$ cat src/inc/fof_pkg.sv
// package of field layout, class codes and constants for the operand format block
package fof_pkg;
  localparam int HALF_W   = 16;      // bus width
  localparam int WORD_W   = 32;      // word width
  localparam int SIGN_BIT = 31;      // sign position
  localparam int EXP_HI   = 30;      // exponent top bit
  localparam int EXP_LO   = 23;      // exponent bottom bit
  localparam int EXP_W    = 8;       // exponent width
  localparam int FRAC_HI  = 22;      // fraction top bit
  localparam int FRAC_W   = 23;      // fraction width
  localparam int SIG_W    = 24;      // significand width
  localparam int EEXP_W   = 9;       // signed effective exponent width
  localparam logic [EXP_W-1:0]  EXP_ALL_ONE  = 8'hff;   // special exponent
  localparam logic [EXP_W-1:0]  EXP_ALL_ZERO = 8'h00;   // zero/denormal exponent
  localparam logic [FRAC_W-1:0] FRAC_ZERO    = 23'h000000; // empty fraction
  localparam logic [EEXP_W-1:0] EXP_BIAS     = 9'h07f;  // bias 127
  localparam logic [EEXP_W-1:0] EXP_MIN      = 9'h182;  // -126 two's complement
  localparam logic [WORD_W-1:0] WORD_RST     = 32'h00000000; // reset word
  localparam logic [HALF_W-1:0] HALF_RST     = 16'h0000; // reset half

  // word classes
  typedef enum logic [2:0] {
    FOF_ZERO, FOF_DENORM, FOF_NORM, FOF_INF, FOF_NAN
  } fof_class_t;
endpackage : fof_pkg

$ cat src/fof_half_reg.sv
// holds the captured most significant half until its partner arrives
module fof_half_reg
  import fof_pkg::*;
(
  input  wire logic              clk_sys, // clock
  input  wire logic              srst,    // sync reset
  input  wire logic              wr_en,   // capture strobe
  input  wire logic [HALF_W-1:0] wr_data, // half to capture
  output logic      [HALF_W-1:0] rd_data  // registered half
);
  logic [HALF_W-1:0] half_q; // stored half

  // store on strobe, clear on reset
  always_ff @(posedge clk_sys) begin
    if (srst) begin
      half_q <= HALF_RST;
    end else if (wr_en) begin
      half_q <= wr_data;
    end
  end
  assign rd_data = half_q;
endmodule : fof_half_reg

$ cat src/fof_format.sv
// operand word assembly, field split, classification and quotient word split
// Functional notes
// - words cross 16-bit buses in two halves
// - bit 31 is sign, high negative
// - bits 30..23 are biased exponent
// - fraction plus hidden bit forms 24 bits
// - all-ones exponent, zero fraction is infinity
// - all-ones exponent, nonzero fraction is NaN
// - zero exponent and fraction is zero
// - both zero signs treated the same
// - denormal: hidden zero, exponent -126
// - normal: hidden one, exponent minus 127
// - exponent codes 0 and 1 give -126
module fof_format
  import fof_pkg::*;
(
  input  wire logic               clk_sys,    // clock, 250 MHz
  input  wire logic               srst,       // sync reset, active high
  input  wire logic               in_valid,   // input half present
  input  wire logic               in_first,   // this half is the high half
  input  wire logic [HALF_W-1:0]  in_half,    // input bus half
  input  wire logic               q_load,     // quotient word to send
  input  wire logic [WORD_W-1:0]  q_word,     // quotient word
  output logic                    op_valid,   // decoded word pulse
  output logic      [WORD_W-1:0]  op_word,    // assembled word
  output logic                    op_sign,    // sign, zero forced positive
  output logic      [EXP_W-1:0]   op_exp,     // raw exponent field
  output logic      [SIG_W-1:0]   op_sig,     // significand with hidden bit
  output logic      [EEXP_W-1:0]  op_eexp,    // signed effective exponent
  output fof_class_t              op_class,   // word class
  output logic                    out_valid,  // output half present
  output logic                    out_first,  // output half is high half
  output logic      [HALF_W-1:0]  out_half    // output bus half
);

  // pick class from the exponent and fraction fields
  function automatic fof_class_t classify(input logic [WORD_W-1:0] w);
    logic [EXP_W-1:0]  e;
    logic [FRAC_W-1:0] f;
    e = w[EXP_HI:EXP_LO];
    f = w[FRAC_HI:0];
    if (e == EXP_ALL_ONE) begin
      classify = (f == FRAC_ZERO) ? FOF_INF : FOF_NAN;
    end else if (e == EXP_ALL_ZERO) begin
      classify = (f == FRAC_ZERO) ? FOF_ZERO : FOF_DENORM;
    end else begin
      classify = FOF_NORM;
    end
  endfunction : classify

  logic              hi_seen_q; // high half waiting
  logic [HALF_W-1:0] hi_half;   // stored high half
  logic              hi_wr;     // capture high half
  logic              lo_take;   // low half completes a word
  logic [WORD_W-1:0] word_d;    // assembled word
  fof_class_t        cls_d;     // class of assembled word
  logic [EXP_W-1:0]  exp_d;     // exponent field
  logic [WORD_W-1:0] qbuf_q;    // quotient awaiting low half
  logic              qlow_q;    // low half due next cycle

  assign hi_wr   = in_valid && in_first;
  assign lo_take = in_valid && !in_first && hi_seen_q;

  fof_half_reg u_hi (
    .clk_sys (clk_sys),
    .srst    (srst),
    .wr_en   (hi_wr),
    .wr_data (in_half),
    .rd_data (hi_half)
  );

  // track whether a high half is waiting; a stray low half is dropped
  always_ff @(posedge clk_sys) begin
    if (srst) begin
      hi_seen_q <= 1'b0;
    end else if (in_valid) begin
      hi_seen_q <= in_first;
    end else begin
      hi_seen_q <= 1'b0;     // halves must be consecutive
    end
  end

  assign word_d = {hi_half, in_half};
  assign cls_d  = classify(word_d);
  assign exp_d  = word_d[EXP_HI:EXP_LO];

  // decode the assembled word in one step
  always_ff @(posedge clk_sys) begin
    if (srst) begin
      op_valid <= 1'b0;
      op_word  <= WORD_RST;
      op_sign  <= 1'b0;
      op_exp   <= EXP_ALL_ZERO;
      op_sig   <= {SIG_W{1'b0}};
      op_eexp  <= EXP_MIN;
      op_class <= FOF_ZERO;
    end else begin
      op_valid <= lo_take;
      if (lo_take) begin
        op_word  <= word_d;
        // zero sign dropped so both zeros give the same op_sign downstream
        op_sign  <= word_d[SIGN_BIT] && (cls_d != FOF_ZERO);
        op_exp   <= exp_d;
        // hidden bit set for any nonzero exponent
        op_sig   <= {(exp_d != EXP_ALL_ZERO), word_d[FRAC_HI:0]};
        op_eexp  <= (exp_d == EXP_ALL_ZERO) ? EXP_MIN
                    : ({1'b0, exp_d} - EXP_BIAS);
        op_class <= cls_d;
      end
    end
  end

  // quotient out: high half on load, low half on the following cycle
  always_ff @(posedge clk_sys) begin
    if (srst) begin
      qbuf_q    <= WORD_RST;
      qlow_q    <= 1'b0;
      out_valid <= 1'b0;
      out_first <= 1'b0;
      out_half  <= HALF_RST;
    end else if (q_load && !qlow_q) begin
      qbuf_q    <= q_word;
      qlow_q    <= 1'b1;
      out_valid <= 1'b1;
      out_first <= 1'b1;
      out_half  <= q_word[WORD_W-1:HALF_W];
    end else if (qlow_q) begin
      qlow_q    <= 1'b0;
      out_valid <= 1'b1;
      out_first <= 1'b0;
      out_half  <= qbuf_q[HALF_W-1:0];
    end else begin
      out_valid <= 1'b0;
      out_first <= 1'b0;
    end
  end

  // checks on the decode path and the quotient split; all are held off
  // while reset is high, so the cleared state never trips them

  // a high half followed at once by a low half always yields a decode
  AST_DECODE_LAT: assert property (@(posedge clk_sys) disable iff (srst)
    (in_valid && in_first) ##1 (in_valid && !in_first) |=> op_valid)
    else $error("word not decoded after two halves");

  // a decode always traces back to a high half two cycles earlier
  AST_NO_LONE: assert property (@(posedge clk_sys) disable iff (srst)
    op_valid |-> $past(in_valid, 2) && $past(in_first, 2))
    else $error("decode without high half");

  // all-ones exponent with empty fraction is infinity
  AST_INF: assert property (@(posedge clk_sys) disable iff (srst)
    op_valid && op_exp == EXP_ALL_ONE && op_sig[FRAC_HI:0] == FRAC_ZERO
      |-> op_class == FOF_INF)
    else $error("infinity misclassified");

  // all-ones exponent with any fraction bit set is not a number
  AST_NAN: assert property (@(posedge clk_sys) disable iff (srst)
    op_valid && op_exp == EXP_ALL_ONE && op_sig[FRAC_HI:0] != FRAC_ZERO
      |-> op_class == FOF_NAN)
    else $error("nan misclassified");

  // empty exponent and fraction is zero, shown positive
  AST_ZERO: assert property (@(posedge clk_sys) disable iff (srst)
    op_valid && op_word[EXP_HI:0] == 31'h00000000 |-> op_class == FOF_ZERO && !op_sign)
    else $error("zero misclassified or signed");

  // every nonzero word carries its top bit as sign
  AST_SIGN: assert property (@(posedge clk_sys) disable iff (srst)
    op_valid && op_class != FOF_ZERO |-> op_sign == op_word[SIGN_BIT])
    else $error("sign not bit 31");

  // hidden bit follows the exponent being nonzero
  AST_HIDDEN: assert property (@(posedge clk_sys) disable iff (srst)
    op_valid |-> op_sig[SIG_W-1] == (op_exp != EXP_ALL_ZERO))
    else $error("hidden bit wrong");

  // stored fraction passes through untouched below the hidden bit
  AST_FRAC: assert property (@(posedge clk_sys) disable iff (srst)
    op_valid |-> op_sig[FRAC_HI:0] == op_word[FRAC_HI:0])
    else $error("fraction field wrong");

  // raw exponent is the field just below the sign
  AST_EXP_FIELD: assert property (@(posedge clk_sys) disable iff (srst)
    op_valid |-> op_exp == op_word[EXP_HI:EXP_LO])
    else $error("exponent field wrong");

  // codes zero and one share the smallest effective exponent
  AST_EXP_MIN: assert property (@(posedge clk_sys) disable iff (srst)
    op_valid && op_exp <= 8'h01 |-> op_eexp == EXP_MIN)
    else $error("low exponent codes not -126");

  // denormals get a clear hidden bit and the smallest exponent
  AST_DENORM: assert property (@(posedge clk_sys) disable iff (srst)
    op_valid && op_class == FOF_DENORM |-> !op_sig[SIG_W-1] && op_eexp == EXP_MIN)
    else $error("denormal decoded wrong");

  // both zeros leave identical sign and significand downstream
  AST_ZERO_SAME: assert property (@(posedge clk_sys) disable iff (srst)
    op_valid && op_class == FOF_ZERO |-> !op_sign && op_sig == {SIG_W{1'b0}})
    else $error("signed zeros differ");

  // normal exponent is the field less the bias
  AST_NORM: assert property (@(posedge clk_sys) disable iff (srst)
    op_valid && op_class == FOF_NORM |-> op_eexp == ({1'b0, op_exp} - EXP_BIAS))
    else $error("normal exponent unbiased wrong");

  // a decode lasts one cycle; two words need at least two cycles apart
  AST_OP_PULSE: assert property (@(posedge clk_sys) disable iff (srst)
    op_valid |=> !op_valid)
    else $error("decode pulse too long");

  // a low half with no high half waiting is dropped
  AST_STRAY: assert property (@(posedge clk_sys) disable iff (srst)
    in_valid && !in_first && !hi_seen_q |=> !op_valid)
    else $error("stray low half decoded");

  // quotient goes out high half first, low half next
  AST_Q_SPLIT: assert property (@(posedge clk_sys) disable iff (srst)
    q_load && !qlow_q |=> out_first && out_half == $past(q_word[WORD_W-1:HALF_W])
      ##1 out_valid && !out_first && out_half == $past(q_word[HALF_W-1:0], 2))
    else $error("quotient halves wrong");

  // the low-half cycle cannot be cut short by a new load
  AST_Q_LOW: assert property (@(posedge clk_sys) disable iff (srst)
    qlow_q |=> out_valid && !out_first)
    else $error("low quotient half lost");
endmodule : fof_format

$ cat config.mk
export PLATFORM = sky130hd
export DESIGN_NAME = fof_format
export DESIGN_NICKNAME = d
export VERILOG_FILES = /design/src/inc/fof_pkg.sv /design/src/fof_half_reg.sv /design/src/fof_format.sv
export SDC_FILE = /design/constraint.sdc
export NUM_CORES = 1
export LEC_CHECK = 0
export ABC_AREA = 1
export BUFFER_PORTS_ARGS = -buffer_cell sky130_fd_sc_hd__buf_4
export CELL_PAD_IN_SITES_DETAIL_PLACEMENT = 0
export CELL_PAD_IN_SITES_GLOBAL_PLACEMENT = 1
export CORE_ASPECT_RATIO = 1.5
export CORE_MARGIN = 2
export CORE_UTILIZATION = 37
export DETAILED_ROUTE_END_ITERATION = 8
export PLACE_DENSITY = 0.86
export SYNTH_ARGS = -nofsm -noshare
export SYNTH_HDL_FRONTEND = slang
export SYNTH_HIERARCHICAL = 1
export SYNTH_SLANG_ARGS = --single-unit
$ cat constraint.sdc
create_clock -name clk_sys -period 3.05 [get_ports clk_sys]
set_input_delay 0.305 -clock clk_sys [delete_from_list [all_inputs] [get_ports clk_sys]]
set_output_delay 0.305 -clock clk_sys [all_outputs]
set_load 0.05 [all_outputs]
==> impl_metrics.yaml <==
sta:
  fmaxAchievable_mhz: 534.6
  slew_viol_final: 0
  slew_headroom_pct: 40.69
  timing.hold.ws_ns: 0.2114
  fin_tns_setup_ns: 0
  rsz0062_at_grt: "false"
  fin_skew_ns: 0.006417
  finalCritPeriodShare_pct: 61.33
  finalSetupViolCount: 0
  tightest_slew_ns: 0.8887
  fin_crit_ns: 1.870
  final_hold_viol_count: 0
cells_and_area:
  layout_common_cells: "151 x buf_4, 135 x nand2_1, 128 x nor2_1"
  drive_gt1_share_pct: 26.36
  finish.net_count: 748
  num_antenna_cells: 0
  final_common_cell: "buf_4"
  fillCellCount: 1139
  area_growth_pct: 28.47
power_and_ir_drop:
  max-vdd-ir-drop_mv: 0.2714
  power_w: 0.002896
  p_per_area_nw_per_um2: 532.6
  p_seq_share_pct: 47.6
  clockPowerShare_pct: 37.3
  p_leak_nw: 2.671
  p_sw_share_pct: 29.09
  pwr-share-comb_pct: 15.1
  internal_power_w: 0.002053
  switchingPower_w: 0.0008423
floorplanning:
  num_io_pins: 149
  die_w_um: 91.32
  die_h_um: 135.0
  die_area_um2: 12330
  core_region_area_um2: 11110
  num_rows: 47
  start_util_pct: 38.07
logic_synthesis:
  synth_nets: 645
  synth_top_area_share_pct: 46.36
  yosysTopAreaCell: "dfxtp_1"
  seq_area_frac_synth_pct: 46.36
  yosys_register_bits: 98
  syn-cell-area_um2: 4232
  yosys_warnings: 6
  ys_top_cells_by_area: "dfxtp_1 46%, nand2_1 12%, nor2_1 11%, buf_4 6.9%, o21ai_0 5.7%"
  avgSynthCellArea_um2: 7.172
  ys_types: 30
  syn_inst: 590
placed_design:
  hpwl_um: 7939
  place_congestion: 0.8075
  numPortBuffers: 148
global_route:
  grt_pass1_wl_um: 17620
  grt_pass1_vias: 3637
  grt_usage_pct: 17.86
  grt_antenna_before_repair: 0
  grt_max_degree: 68
  overflow: 0
min_path:
  hp-class: "in2reg"
clocking:
  ctsHtreeMaxLevel: 3
  ctsResizeCount: 0
  clock_sinks: 98
  cts_buffer_depth: 2
  hold_buffers: 0
  numCtsBuffers: 9
  post-cts-setup-buffers: 0
  clk_latency_ns: 0.35
  clock-root-buffer: "clkbuf_16"
  cts_tree: "done"
  clk_pin_slew_worst_paths_ns: 0.07
worst_setup_path:
  cp_max_fo: 36
  crit_start: "hi_seen_q$_SDFF_PP0_"
  rr_endpoint: "op_class[1]$_SDFFE_PP0P_"
  worst_setup_path_end_kind: "flop"
  slowest_stage: "inv_2"
  critPathMaxStageDelay_ns: 0.47
  cp-start-kind: "flop"
  cp.arrival_ns: 2.15
  required_ns: 3.33
  r2r-start: "hi_seen_q$_SDFF_PP0_"
  critPathCapture: "op_class[1]$_SDFFE_PP0P_"
  critPathKind: "reg2reg"
  path_cells: "nand3_4 -> inv_2 -> buf_4 -> o21ai_0 -> a21oi_1"
  worstRegToRegCells: 5
  rrSetupSlack_ns: 1.18
routing:
  antenna_left: 0
  vias: 3863
  routed_wirelength_um: 10770
  drt_iter0_drc: 118
  drc: 0
  avgViaCountPerCell: 4.572
  wire_per_inst_um: 12.75
  firstDrtPassIters: 4
flow_run:
  cap_violations: 0
run_status:
  status: "finished clean"
-- how the worst min path moves through the flow --
stage                     depth (start not counted)                       to                     from  slack, ns
after floorplan                                   2     hi_seen_q$_SDFF_PP0_                 in_first       0.44
after global placement                            2  op_eexp[0]$_SDFFE_PP0P_  op_eexp[0]$_SDFFE_PP0P_       0.45
after detailed placement                          2  op_eexp[0]$_SDFFE_PP0P_  op_eexp[0]$_SDFFE_PP0P_       0.46
after CTS                                         3   qbuf_q[2]$_SDFFE_PP0P_                q_word[2]       0.20
after global routing                              3   qbuf_q[2]$_SDFFE_PP0P_                q_word[2]       0.22
final                                             3   qbuf_q[0]$_SDFFE_PP0P_                q_word[0]       0.21
-- power groups by stage --
stage               clock (W)  sequential, W  combinational, W
detailed placement          0        0.00141          0.000441
finish                0.00108        0.00138          0.000438
global route          0.00117        0.00138          0.000480
global placement            0        0.00141          0.000438
CTS                   0.00112        0.00138          0.000443
floorplan                   0        0.00149          0.000218
-- logic make-up (layout without fill, tap and decap cells) --
logic type                 after synthesis  after routing  synth area share (%)
and+or+nand+nor                        303            303                 29.69
AOI/OAI and AO/OA                       73             73                 8.782
adders and majority gates                2              2                0.5913
xor gates and xnor gates                 1              1                0.2070
buffers and inverters                  113            221                 14.37
DFF                                     98             98                 46.36
-- registers in the layout (all words and copies together), names as in the netlist, 3 cells and up --
signal        count
u_hi/rd_data     16
qbuf_q           16
op_eexp           9
out_half         16
op_class          3
op_word          32
-- cell usage after synthesis --
| cell | count |
|---|---|
| a31oi_1 | 1 |
| buf_6 | 3 |
| nor3_4 | 1 |
| nand4_1 | 2 |
| nand3_1 | 25 |
| inv_2 | 3 |
| nand3_2 | 2 |
| nand3_4 | 1 |
| nor2_4 | 3 |
| buf_1 | 1 |
| o21ai_2 | 1 |
| inv_1 | 50 |
| buf_2 | 8 |
| xor2_1 | 1 |
| nor2_1 | 128 |
| clkbuf_1 | 6 |
| buf_4 | 39 |
| clkbuf_2 | 2 |
| nand2_2 | 1 |
| a21oi_1 | 20 |
| o21ai_0 | 48 |
| nand3b_1 | 1 |
| nand2_1 | 135 |
| inv_4 | 1 |
| ha_1 | 2 |
| o22ai_1 | 1 |
| nand2_4 | 1 |
| nor2_2 | 3 |
| dfxtp_1 | 98 |
| o21ai_1 | 2 |
-- final cells by class --
class	instances	area, um2	area share (%)
multi-input cells	379	1662	30.56
clock buffers	9	225.2	4.143
inverters	54	205.2	3.774
flip-flops and latches	98	1962	36.09
well taps	147	183.9	3.383
repair buffers	151	1134	20.85
clock inverters	7	65.06	1.197
-- metrics by stage --
stage	utilization [%]	instances	worst slack [ns]	area, um2
after floorplan	-	590	1.569	4232
after global placement	46.30	829	1.085	5146
after detailed placement	46.30	829	1.002	5146
after CTS	48.91	845	1.133	5436
after global routing	48.91	845	0.8889	5436
final	48.91	845	1.180	5436
-- layer usage --
layer | up-vias | GRT usage, % | routed length (um)
li1 | 1990 | - | -
met1 | 1730 | 20.06 | 4377
met2 | 126 | 31.52 | 5342
met3 | 17 | 4.074 | 689
met4 | 0 | 9.007 | 360
met5 | - | 0 | 0
-- critical path, delay by kind of cell (launching register included) --
| kind | cells | cell delay (ns) |
|---|---|---|
| AND/OR/NAND/NOR | 1 | 0.32 |
| buffers and inverters | 2 | 0.82 |
| AO/OA/AOI/OAI | 2 | 0.28 |
| flip-flops | 1 | 0.36 |
(Power assumes the default switching activity.)
